===== src/include/iopad_pkg.sv =====
// constants for the i/o processor address decoder
//
// Operation
// - four 2K prom, sixteen 1K ram banks
// - ports at 80h plus offset 0-7fh
// - ports aliased in memory at 8000h
// - address bit 8 ignored by port decode
// - high counter port takes target, 5 bits
// - low counter port takes 7 bits
// - six control-store bytes, read and write
// - read port returns pending interrupt requests
// - clear ports for dma, time, mouse
// - write-only control, clock, comm ports latched
package iopad_pkg;
  // ==========================================================
  // memory map
  localparam logic [2:0]  PROM_REGION   = 3'h0;
  localparam logic [1:0]  RAM_LO_REGION = 2'h1;
  localparam logic [1:0]  RAM_HI_REGION = 2'h2;
  localparam logic [15:0] PORT_BASE     = 16'h0080;
  localparam logic [15:0] MMIO_BASE     = 16'h8000;
  localparam int          MMIO_BIT      = 15;
  localparam int          PROM_BANKS    = 4;
  localparam int          RAM_BANKS     = 8;
  localparam int          CS_BYTES      = 6;

  // ==========================================================
  // port offsets p (port = 80h + p)
  localparam logic [6:0] P_TASK_COUNTER_HIGH_LOAD  = 7'h41;
  localparam logic [6:0] P_TASK_COUNTER_LOW_LOAD   = 7'h42;
  localparam logic [6:0] P_CS_BASE   = 7'h44;
  localparam logic [6:0] P_INTR_REQ  = 7'h60;
  localparam logic [6:0] P_CP_INPUT  = 7'h62;
  localparam logic [6:0] P_CP_STATE  = 7'h63;
  localparam logic [6:0] P_CLOCKS    = 7'h68;
  localparam logic [6:0] P_TOD_CLR   = 7'h69;
  localparam logic [6:0] P_COM_OUT   = 7'h6a;
  localparam logic [6:0] P_CP_CTRL   = 7'h6b;
  localparam logic [6:0] P_MOUSE_CLR = 7'h6c;
  localparam logic [6:0] P_DMA_CLR   = 7'h6d;
  localparam logic [6:0] P_CTRL1     = 7'h6e;

  // ==========================================================
  // field layout and reset values
  localparam int         TPC_HI_BITS = 5;
  localparam int         TPC_LO_BITS = 7;
  localparam int         TPC_SEL_LSB = 5;
  localparam logic [7:0] BYTE_RST    = 8'h00;
  localparam logic [2:0] TPC_SEL_RST = 3'h0;
  localparam logic [11:0] TPC_RST    = 12'h000;
endpackage : iopad_pkg


===== src/rtl/iopad_decoder.sv =====
// address decode and port registers of the i/o processor
`timescale 1ns/1ps
module iopad_decoder
  import iopad_pkg::*;
(
  input  wire logic        i_clock,
  input  wire logic        i_rst_n,
  input  wire logic [15:0] i_addr,
  input  wire logic [7:0]  i_wdata,
  input  wire logic        i_mem_rd,
  input  wire logic        i_mem_wr,
  input  wire logic        i_io_rd,
  input  wire logic        i_io_wr,
  input  wire logic [7:0]  i_intr_req,
  input  wire logic [7:0]  i_central_processor_input_port,
  input  wire logic        i_dma_done,
  input  wire logic        i_time_of_day_tick,
  output logic [7:0]       o_rdata,
  output logic             o_rd_ack,
  output logic [3:0]       o_prom_sel,
  output logic [7:0]       o_ram_lo_sel,
  output logic [7:0]       o_ram_hi_sel,
  output logic [2:0]       o_tpc_target,
  output logic [11:0]      o_task_program_counter,
  output logic             o_tpc_load,
  output logic [47:0]      o_cs_word,
  output logic             o_dma_done,
  output logic             o_time_of_day_intr,
  output logic             o_mouse_clr,
  output logic [7:0]       o_cp_ctrl,
  output logic [7:0]       o_ctrl1,
  output logic [7:0]       o_clocks1,
  output logic [7:0]       o_communication_output_port
);
  // ==========================================================
  // cycle qualification
  function automatic logic hit(input logic [6:0] a, input logic [6:0] p);
    hit = (a == p);
  endfunction : hit

  logic       mmio, prd, pwr, cs_hit;
  logic [6:0] port;
  logic [2:0] cs_idx;

  assign mmio   = i_addr[MMIO_BIT];
  assign prd    = i_io_rd | (i_mem_rd & mmio);
  assign pwr    = i_io_wr | (i_mem_wr & mmio);
  // offset only
  // bit 7 of the port (address bit 8) is never looked at
  assign port   = i_addr[6:0];
  assign cs_hit = (port >= P_CS_BASE) &&
                  (port <  P_CS_BASE + 7'(CS_BYTES));
  assign cs_idx = 3'(port - P_CS_BASE);

  // ==========================================================
  // memory bank selects
  logic [3:0] prom_d;
  logic [7:0] ram_lo_d, ram_hi_d;
  logic       mem_any;

  assign mem_any = (i_mem_rd | i_mem_wr) & ~mmio;

  always_comb begin
    prom_d   = '0;
    ram_lo_d = '0;
    ram_hi_d = '0;
    if (i_mem_rd && !mmio && i_addr[15:13] == PROM_REGION) begin
      prom_d[i_addr[12:11]] = 1'b1;
    end
    if (mem_any && i_addr[14:13] == RAM_LO_REGION) begin
      ram_lo_d[i_addr[12:10]] = 1'b1;
    end
    if (mem_any && i_addr[14:13] == RAM_HI_REGION) begin
      ram_hi_d[i_addr[12:10]] = 1'b1;
    end
  end

  always_ff @(posedge i_clock or negedge i_rst_n) begin
    if (!i_rst_n) begin
      o_prom_sel   <= '0;
      o_ram_lo_sel <= '0;
      o_ram_hi_sel <= '0;
    end else begin
      o_prom_sel   <= prom_d;
      o_ram_lo_sel <= ram_lo_d;
      o_ram_hi_sel <= ram_hi_d;
    end
  end

  // ==========================================================
  // task program counter load
  always_ff @(posedge i_clock or negedge i_rst_n) begin
    if (!i_rst_n) begin
      o_tpc_target           <= TPC_SEL_RST;
      o_task_program_counter <= TPC_RST;
      o_tpc_load             <= 1'b0;
    end else begin
      o_tpc_load <= 1'b0;
      if (pwr && hit(port, P_TASK_COUNTER_HIGH_LOAD)) begin
        o_tpc_target <= i_wdata[7:TPC_SEL_LSB];
        o_task_program_counter[11:TPC_LO_BITS] <=
          i_wdata[TPC_HI_BITS-1:0];
      end
      // low part
      // the low write completes the value, so it fires the load
      if (pwr && hit(port, P_TASK_COUNTER_LOW_LOAD)) begin
        o_task_program_counter[TPC_LO_BITS-1:0] <=
          i_wdata[TPC_LO_BITS-1:0];
        o_tpc_load <= 1'b1;
      end
    end
  end

  // ==========================================================
  // control store bytes
  logic [7:0] cs_q [CS_BYTES];

  always_ff @(posedge i_clock or negedge i_rst_n) begin
    if (!i_rst_n) begin
      for (int i = 0; i < CS_BYTES; i++) begin
        cs_q[i] <= BYTE_RST;
      end
    end else begin
      if (pwr && cs_hit) begin
        cs_q[cs_idx] <= i_wdata;
      end
    end
  end

  always_comb begin
    for (int i = 0; i < CS_BYTES; i++) begin
      o_cs_word[8*i +: 8] = cs_q[i];
    end
  end

  // ==========================================================
  // write-only control ports
  always_ff @(posedge i_clock or negedge i_rst_n) begin
    if (!i_rst_n) begin
      o_cp_ctrl                   <= BYTE_RST;
      o_ctrl1                     <= BYTE_RST;
      o_clocks1                   <= BYTE_RST;
      o_communication_output_port <= BYTE_RST;
    end else begin
      if (pwr && hit(port, P_CP_CTRL)) begin
        o_cp_ctrl <= i_wdata;
      end
      if (pwr && hit(port, P_CTRL1)) begin
        o_ctrl1 <= i_wdata;
      end
      if (pwr && hit(port, P_CLOCKS)) begin
        o_clocks1 <= i_wdata;
      end
      if (pwr && hit(port, P_COM_OUT)) begin
        o_communication_output_port <= i_wdata;
      end
    end
  end

  // ==========================================================
  // sticky flags and clear ports
  always_ff @(posedge i_clock or negedge i_rst_n) begin
    if (!i_rst_n) begin
      o_dma_done         <= 1'b0;
      o_time_of_day_intr <= 1'b0;
      o_mouse_clr        <= 1'b0;
    end else begin
      // access clears
      // a new event in the clear cycle wins, so none is lost
      if (i_dma_done) begin
        o_dma_done <= 1'b1;
      end else if ((prd | pwr) && hit(port, P_DMA_CLR)) begin
        o_dma_done <= 1'b0;
      end
      if (i_time_of_day_tick) begin
        o_time_of_day_intr <= 1'b1;
      end else if ((prd | pwr) && hit(port, P_TOD_CLR)) begin
        o_time_of_day_intr <= 1'b0;
      end
      o_mouse_clr <= (prd | pwr) && hit(port, P_MOUSE_CLR);
    end
  end

  // ==========================================================
  // read data
  logic [7:0] rdata_d;

  always_comb begin
    rdata_d = BYTE_RST;
    if (cs_hit) begin
      rdata_d = cs_q[cs_idx];
    end else begin
      case (port)
        P_INTR_REQ: rdata_d = i_intr_req;
        P_CP_INPUT: rdata_d = i_central_processor_input_port;
        P_CP_STATE: rdata_d = {6'h00, o_time_of_day_intr, o_dma_done};
        default:    rdata_d = BYTE_RST;
      endcase
    end
  end

  always_ff @(posedge i_clock or negedge i_rst_n) begin
    if (!i_rst_n) begin
      o_rdata  <= BYTE_RST;
      o_rd_ack <= 1'b0;
    end else begin
      o_rd_ack <= prd;
      o_rdata  <= prd ? rdata_d : BYTE_RST;
    end
  end
endmodule : iopad_decoder


===== config.mk =====
export PLATFORM = sky130hd
export DESIGN_NAME = iopad_decoder
export DESIGN_NICKNAME = d
export VERILOG_FILES = /design/src/include/iopad_pkg.sv /design/src/rtl/iopad_decoder.sv
export SDC_FILE = /design/constraint.sdc
export NUM_CORES = 1
export LEC_CHECK = 0
export BUFFER_PORTS_ARGS = -buffer_cell sky130_fd_sc_hd__buf_2
export CORE_MARGIN = 4
export CORE_UTILIZATION = 30
export CTS_CLUSTER_DIAMETER = 80
export DETAILED_ROUTE_END_ITERATION = 12
export SLEW_MARGIN = 25
export SYNTH_ARGS = -nofsm -noshare
export SYNTH_HDL_FRONTEND = slang
export SYNTH_SLANG_ARGS = --single-unit
export TNS_END_PERCENT = 20

===== constraint.sdc =====
create_clock -name i_clock -period 2.9 [get_ports i_clock]
set_input_delay 0.29 -clock i_clock [delete_from_list [all_inputs] [get_ports i_clock]]
set_output_delay 0.29 -clock i_clock [all_outputs]
set_load 0.02 [all_outputs]

==> results.json, run 1 <==
{
  "status": "complete, no violations",
  "whs_ns": 0.0619,
  "nets": 617,
  "ioPinCount": 176,
  "p_leak_nw": 3.85,
  "finalMaxSlewViolations": 0,
  "drt-pass1-iter-count": 4,
  "dpl.hpwl_mm": 11.8,
  "grt.total_usage_pct": 15.8,
  "synthAdderAreaFrac_pct": 0,
  "hold_class": "input port to flop",
  "numPortBuffers": 172,
  "finalSetupTns_ns": 0,
  "cts_buffers": 17,
  "cts_sinks": 128,
  "fin_crit_sh_pct": 64.6,
  "grt_antenna_before_repair": 0,
  "synth_nets": 443,
  "synth_top_area_share_pct": 58.5,
  "cts-root-buf": "clkbuf_16",
  "slew_headroom_pct": 48.8,
  "rr_worst_depth": 4,
  "cp.required_ns": 3.19,
  "drive_gt1_share_pct": 55.0,
  "synth_cell_types": 38,
  "syn_to_final_growth_pct": 31.3,
  "initial_core_util_pct": 30.5,
  "cp_max_fo": 15,
  "synth_top_family_by_area": "multiplexers",
  "grt_pass1_wl_mm": 23.9,
  "drc": 0,
  "wl_mm": 15.8,
  "endpoint_kind": "flop",
  "drt-wirelength-per-cell_um": 19.5,
  "diodes": 0,
  "synthArstFlopShare_pct": 100,
  "post_drt_via_cell_ratio": 4.77,
  "yosys.area_share.xor_xnor_pct": 0,
  "syn_area_sq_um": 5470,
  "finClkSkew_ns": 0.00495,
  "p_per_area_nw_per_um2": 667,
  "grt_overflow": 0,
  "synthTopCellsByArea": "dfrtp_1 59%, mux2_2 18%, mux2i_1 4.4%",
  "synth_most_common_cell": "dfrtp_1",
  "drv_cap": 0,
  "dieArea_sq_um": 20500,
  "postRouteAntennaNets": 0,
  "crit_arrival_ns": 2.16,
  "worst_pin_slew_ns": 0.768,
  "ys.warnings.count": 0,
  "synth_area_leader_cell": "dfrtp_1",
  "die_x_um": 143,
  "cts_resized": 0,
  "grt_pass1_vias": 4087,
  "criticalPathCategory": "input port to flop",
  "ir_drop_uv": 409,
  "synthCells": 395,
  "whs_path_depth": 2,
  "yosys-top-cells-count": "128 x dfrtp_1, 87 x mux2_2, 29 x nor2_1",
  "clk_pin_slew_worst_paths_ns": 0.05,
  "synth-simple-area-share_pct": 9.95,
  "synth-edff-count": 0,
  "final_hold_viol_count": 0,
  "drt_iter0_markers": 92,
  "finalCriticalPeriod_ns": 1.87,
  "cts.path.max_buffers": 2,
  "rsz0062_at_grt": "no",
  "die_h_um": 143,
  "synth_compound_area_share_pct": 3.18,
  "gp_congestion": 0.779,
  "core-area_sq_um": 18000,
  "synth_ff_type": "dfrtp_1",
  "vias": 3870,
  "placementRows": 49,
  "synth_mux_area_share_pct": 26.1,
  "synth_seq_cells": 128,
  "synth-seq-area-share_pct": 58.5,
  "syn_area_per_cell_sq_um": 13.9,
  "clock_latency_ns": 0.41,
  "startpoint_type": "input port",
  "cts_tree": "done",
  "fmax_mhz": 534,
  "setup_viol": 0,
  "cts_htree_levels": 4,
  "grt_max_degree": 70
}
[metal layers]
layer / GRT usage (%) / up-vias / part of all wire, %
met1: 18.8 / 1952 / 41
met5: 0 / - / 0
met2: 26.6 / 144 / 49
met4: 5.05 / 0 / 1.4
met3: 5.59 / 19 / 8.4
li1: - / 1755 / -
[final timing paths]
kind	start	endpoint	slack (ns)
max	i_addr[1]	o_cs_word[19]$_DFFE_PN0P_	1.03
min	i_dma_done	o_dma_done$_DFFE_PN0P_	0.06
max reg2reg	o_cs_word[47]$_DFFE_PN0P_	o_rdata[7]$_DFF_PN0_	1.61
min reg2reg	o_cp_ctrl[1]$_DFFE_PN0P_	o_cp_ctrl[1]$_DFFE_PN0P_	0.48
max in group asynchronous	i_rst_n	o_cs_word[6]$_DFFE_PN0P_	1.67
min in group asynchronous	i_rst_n	o_cs_word[1]$_DFFE_PN0P_	0.42
[cells in the final DEF, fill, tap and decap left out, drive strengths merged]
| master | Yosys | final |
|---|---|---|
| buf | 8 | 176 |
| nand4b | 1 | 1 |
| mux2 | 103 | 103 |
| and2b | 1 | 1 |
| bufinv | 0 | 2 |
| o21bai | 1 | 1 |
| mux2i | 24 | 24 |
| nor3b | 4 | 4 |
| or4b | 2 | 2 |
| o22ai | 10 | 10 |
| nand2b | 4 | 4 |
| nor2b | 3 | 3 |
| or2 | 2 | 2 |
| clkinv | 0 | 2 |
| o21ai | 1 | 1 |
| or4 | 1 | 1 |
| nor3 | 22 | 22 |
| nor2 | 30 | 30 |
| nand2 | 8 | 8 |
| or3 | 1 | 1 |
| nand3b | 1 | 1 |
| inv | 4 | 6 |
| a21oi | 13 | 13 |
| o21a | 1 | 1 |
| clkbuf | 14 | 21 |
| nand3 | 5 | 5 |
| a21o | 2 | 2 |
| nor4 | 1 | 1 |
| dfrtp | 128 | 128 |
| clkinvlp | 0 | 5 |
| dlygate4sd3 | 0 | 1 |
[flip-flops by register name, summed over array words and instances (netlist names), 3 cells and up]
register                     count
o_ram_lo_sel                     8
o_tpc_target                     3
o_task_program_counter          12
o_ctrl1                          8
o_prom_sel                       4
o_ram_hi_sel                     8
o_communication_output_port      8
o_cs_word                       48
o_clocks1                        8
o_cp_ctrl                        8
o_rdata                          8
[repair_timing]
action	4_1_cts	5_1_grt
hold buffers	1	0
setup buffers	0	0
hold endpoints to repair	59	0
[cell families after synthesis]
kind of cell	count (synthesis)
compound gates	28
buf+inv	26
flops	128
mux	127
simple gates	86
[final cells by class]
type                    count  area (sq um)
fillers                  1762         10800
clock inverters            11           129
multi-input cells         241          2150
flip-flops and latches    128          3200
inverters                   4          15.0
repair buffers            177           920
well taps                 229           287
clock buffers              21           480
[stage by stage]
stage / worst slack (ns) / instances / util, % / cell area, sq um / power (mW)
6_report: 1.03 / 811 / 40.0 / 7180 / 4.79
5_1_grt: 0.932 / 811 / 40.0 / 7180 / 5.00
4_1_cts: 1.01 / 811 / 40.0 / 7180 / 4.86
3_5_place_dp: 0.572 / 778 / 36.5 / 6560 / 2.67
3_3_place_gp: 0.631 / 778 / 36.5 / 6560 / 2.66
2_1_floorplan: 1.15 / 395 / - / 5470 / 2.39
[worst max-delay path, stage by stage]
cell	delay (ns)
buf_2	0.30
nand2_1	0.41
or3_1	0.76
mux2_4	0.40
[where the power goes]
part / internal, mW / leakage (nW) / switching, mW / total, mW
logic: 0.246 / 1.83 / 0.398 / 0.644
clock network: 1.36 / 0.284 / 0.795 / 2.16
registers: 1.91 / 1.74 / 0.0770 / 1.99
total: 3.52 / 3.85 / 1.27 / 4.79
Power figures use the tool's default switching activity.
==> inputs of run 2 (changes only) <==
==> constraint.sdc (replaced) <==
create_clock -name i_clock -period 1.9 [get_ports i_clock]
set_input_delay 0.19 -clock i_clock [delete_from_list [all_inputs] [get_ports i_clock]]
set_output_delay 0.19 -clock i_clock [all_outputs]
set_load 0.02 [all_outputs]
==> run 2 against run 1 <==
Effect of this change: clock power increased by 43%; final cell count increased by 3.5%; sequential share of layout area decreased by 1.5 points; global-route usage increased by 0.10 points; critical path type unchanged; critical endpoint is now o_cs_word[22]$_DFFE_PN0P_.
==> results.json, run 2 (synthesized netlist as in run 1, its figures left out) <==
{
  "drive_gt1_share_pct": 56.4,
  "drt-wirelength-per-cell_um": 19.1,
  "reg2reg_from": "o_cs_word[31]$_DFFE_PN0P_",
  "cts_buffers": 17,
  "final_common_cell": "buf_2",
  "ir_drop_uv": 618,
  "vias": 3977,
  "rsz0062_at_grt": "no",
  "finClkSkew_ns": 0.00823,
  "slew_headroom_pct": 69.6,
  "post_drt_via_cell_ratio": 4.74,
  "dieArea_sq_um": 20500,
  "cp_max_fo": 8,
  "fin_ws_ns": 0.520,
  "drv_cap": 0,
  "regToRegSetupSlack_ns": 0.72,
  "min_from": "i_addr[12]",
  "core-area_sq_um": 18000,
  "whs_ns": 0.0540,
  "fin_crit_sh_pct": 72.7,
  "crit_arrival_ns": 1.67,
  "p_total_mw": 7.14,
  "clock_latency_ns": 0.41,
  "p_per_area_nw_per_um2": 960,
  "drc": 0,
  "final_cell_mix": "171 x buf_2, 128 x dfrtp_1, 87 x mux2_2",
  "numPortBuffers": 172,
  "hold_class": "input port to flop",
  "gp_congestion": 0.795,
  "cts_resized": 0,
  "dpl.hpwl_mm": 12.0,
  "die_h_um": 143,
  "p_leak_nw": 4.01,
  "clk_pin_slew_worst_paths_ns": 0.05,
  "grt.total_usage_pct": 15.9,
  "rr_worst_depth": 4,
  "hold_path_end": "o_prom_sel[0]$_DFF_PN0_",
  "final_hold_viol_count": 0,
  "initial_core_util_pct": 30.5,
  "ioPinCount": 176,
  "grt_max_degree": 55,
  "cts.path.max_buffers": 2,
  "final_cell_count_no_fill": 839,
  "cts-root-buf": "clkbuf_16",
  "postRouteAntennaNets": 0,
  "setup_viol": 0,
  "syn_to_final_growth_pct": 35.9,
  "cts_tree": "done",
  "cts_sinks": 128,
  "finalCriticalPeriod_ns": 1.38,
  "fmax_mhz": 724,
  "wl_mm": 16.0,
  "placementRows": 49,
  "worst_pin_slew_ns": 0.456,
  "grt_pass1_wl_mm": 24.2,
  "grt_overflow": 0,
  "diodes": 0,
  "cts_htree_levels": 4,
  "dp_cells": 804,
  "finalSetupTns_ns": 0,
  "drt-pass1-iter-count": 4,
  "r2r-end": "o_rdata[7]$_DFF_PN0_",
  "cp.required_ns": 2.19,
  "whs_path_depth": 2,
  "grt_antenna_before_repair": 0,
  "die_x_um": 143,
  "endpoint_kind": "flop",
  "status": "complete, no violations",
  "finalMaxSlewViolations": 0,
  "largest_register_ffs": 48,
  "cts_setup_buffers": 0,
  "crit_path_start": "i_addr[5]",
  "grt_pass1_vias": 4139,
  "criticalPathCategory": "input port to flop",
  "drt_iter0_markers": 154,
  "nets": 645,
  "pre_cts_slack_ns": 0.0560,
  "startpoint_type": "input port"
}
run 2: stage by stage:
stage          utilization, %  area (sq um)
6_report                 41.4          7430
5_1_grt                  41.4          7430
4_1_cts                  41.4          7430
3_5_place_dp             38.0          6830
3_3_place_gp             38.0          6830
2_1_floorplan               -          5470
run 2: worst max-delay path, cell delays in order:
cell     delay (ns)
buf_2          0.14
nor3b_2        0.27
o21ai_4        0.15
or3_1          0.44
buf_12         0.18
mux2_4         0.29
run 2: per-layer routing:
| layer | vias up | share of wire (%) | routed length (um) | track usage (%) |
|---|---|---|---|---|
| li1 | 1812 | - | - | - |
| met1 | 1992 | 41 | 6620 | 19.3 |
| met2 | 154 | 49 | 7780 | 26.7 |
| met3 | 19 | 8.4 | 1340 | 5.46 |
| met4 | 0 | 1.5 | 240 | 4.75 |
| met5 | - | 0 | 0 | 0 |
run 2: how the worst max path moves through the flow:
stage / end / cells past startpoint / slack (ns)
finish: o_cs_word[22]$_DFFE_PN0P_ / 6 / 0.52
global placement: o_task_program_counter[2]$_DFFE_PN0P_ / 5 / 0.09
CTS: o_task_program_counter[2]$_DFFE_PN0P_ / 5 / 0.51
floorplan: o_cs_word[16]$_DFFE_PN0P_ / 6 / 0.25
global route: o_task_program_counter[3]$_DFFE_PN0P_ / 5 / 0.47
detailed placement: o_task_program_counter[4]$_DFFE_PN0P_ / 5 / 0.06
run 2: what timing repair did:
item / 4_1_cts / 5_1_grt
hold endpoints to repair: 33 / 0
hold buffers: 3 / 0
endpoints found under the setup margin: 0 / 0
run 2: cell type report:
cell class / count / area, sq um
inverters: 4 / 15.0
fillers: 1717 / 10500
well taps: 229 / 287
flip-flops and latches: 128 / 3200
clock buffers: 23 / 488
repair buffers: 205 / 1210
clock inverters: 9 / 82.6
multi-input cells: 241 / 2150
run 2: power breakdown:
part	switching (mW)	internal, mW	total (mW)
Sequential	0.121	2.92	3.04
Combinational	0.609	0.403	1.01
Clock	1.15	1.93	3.08
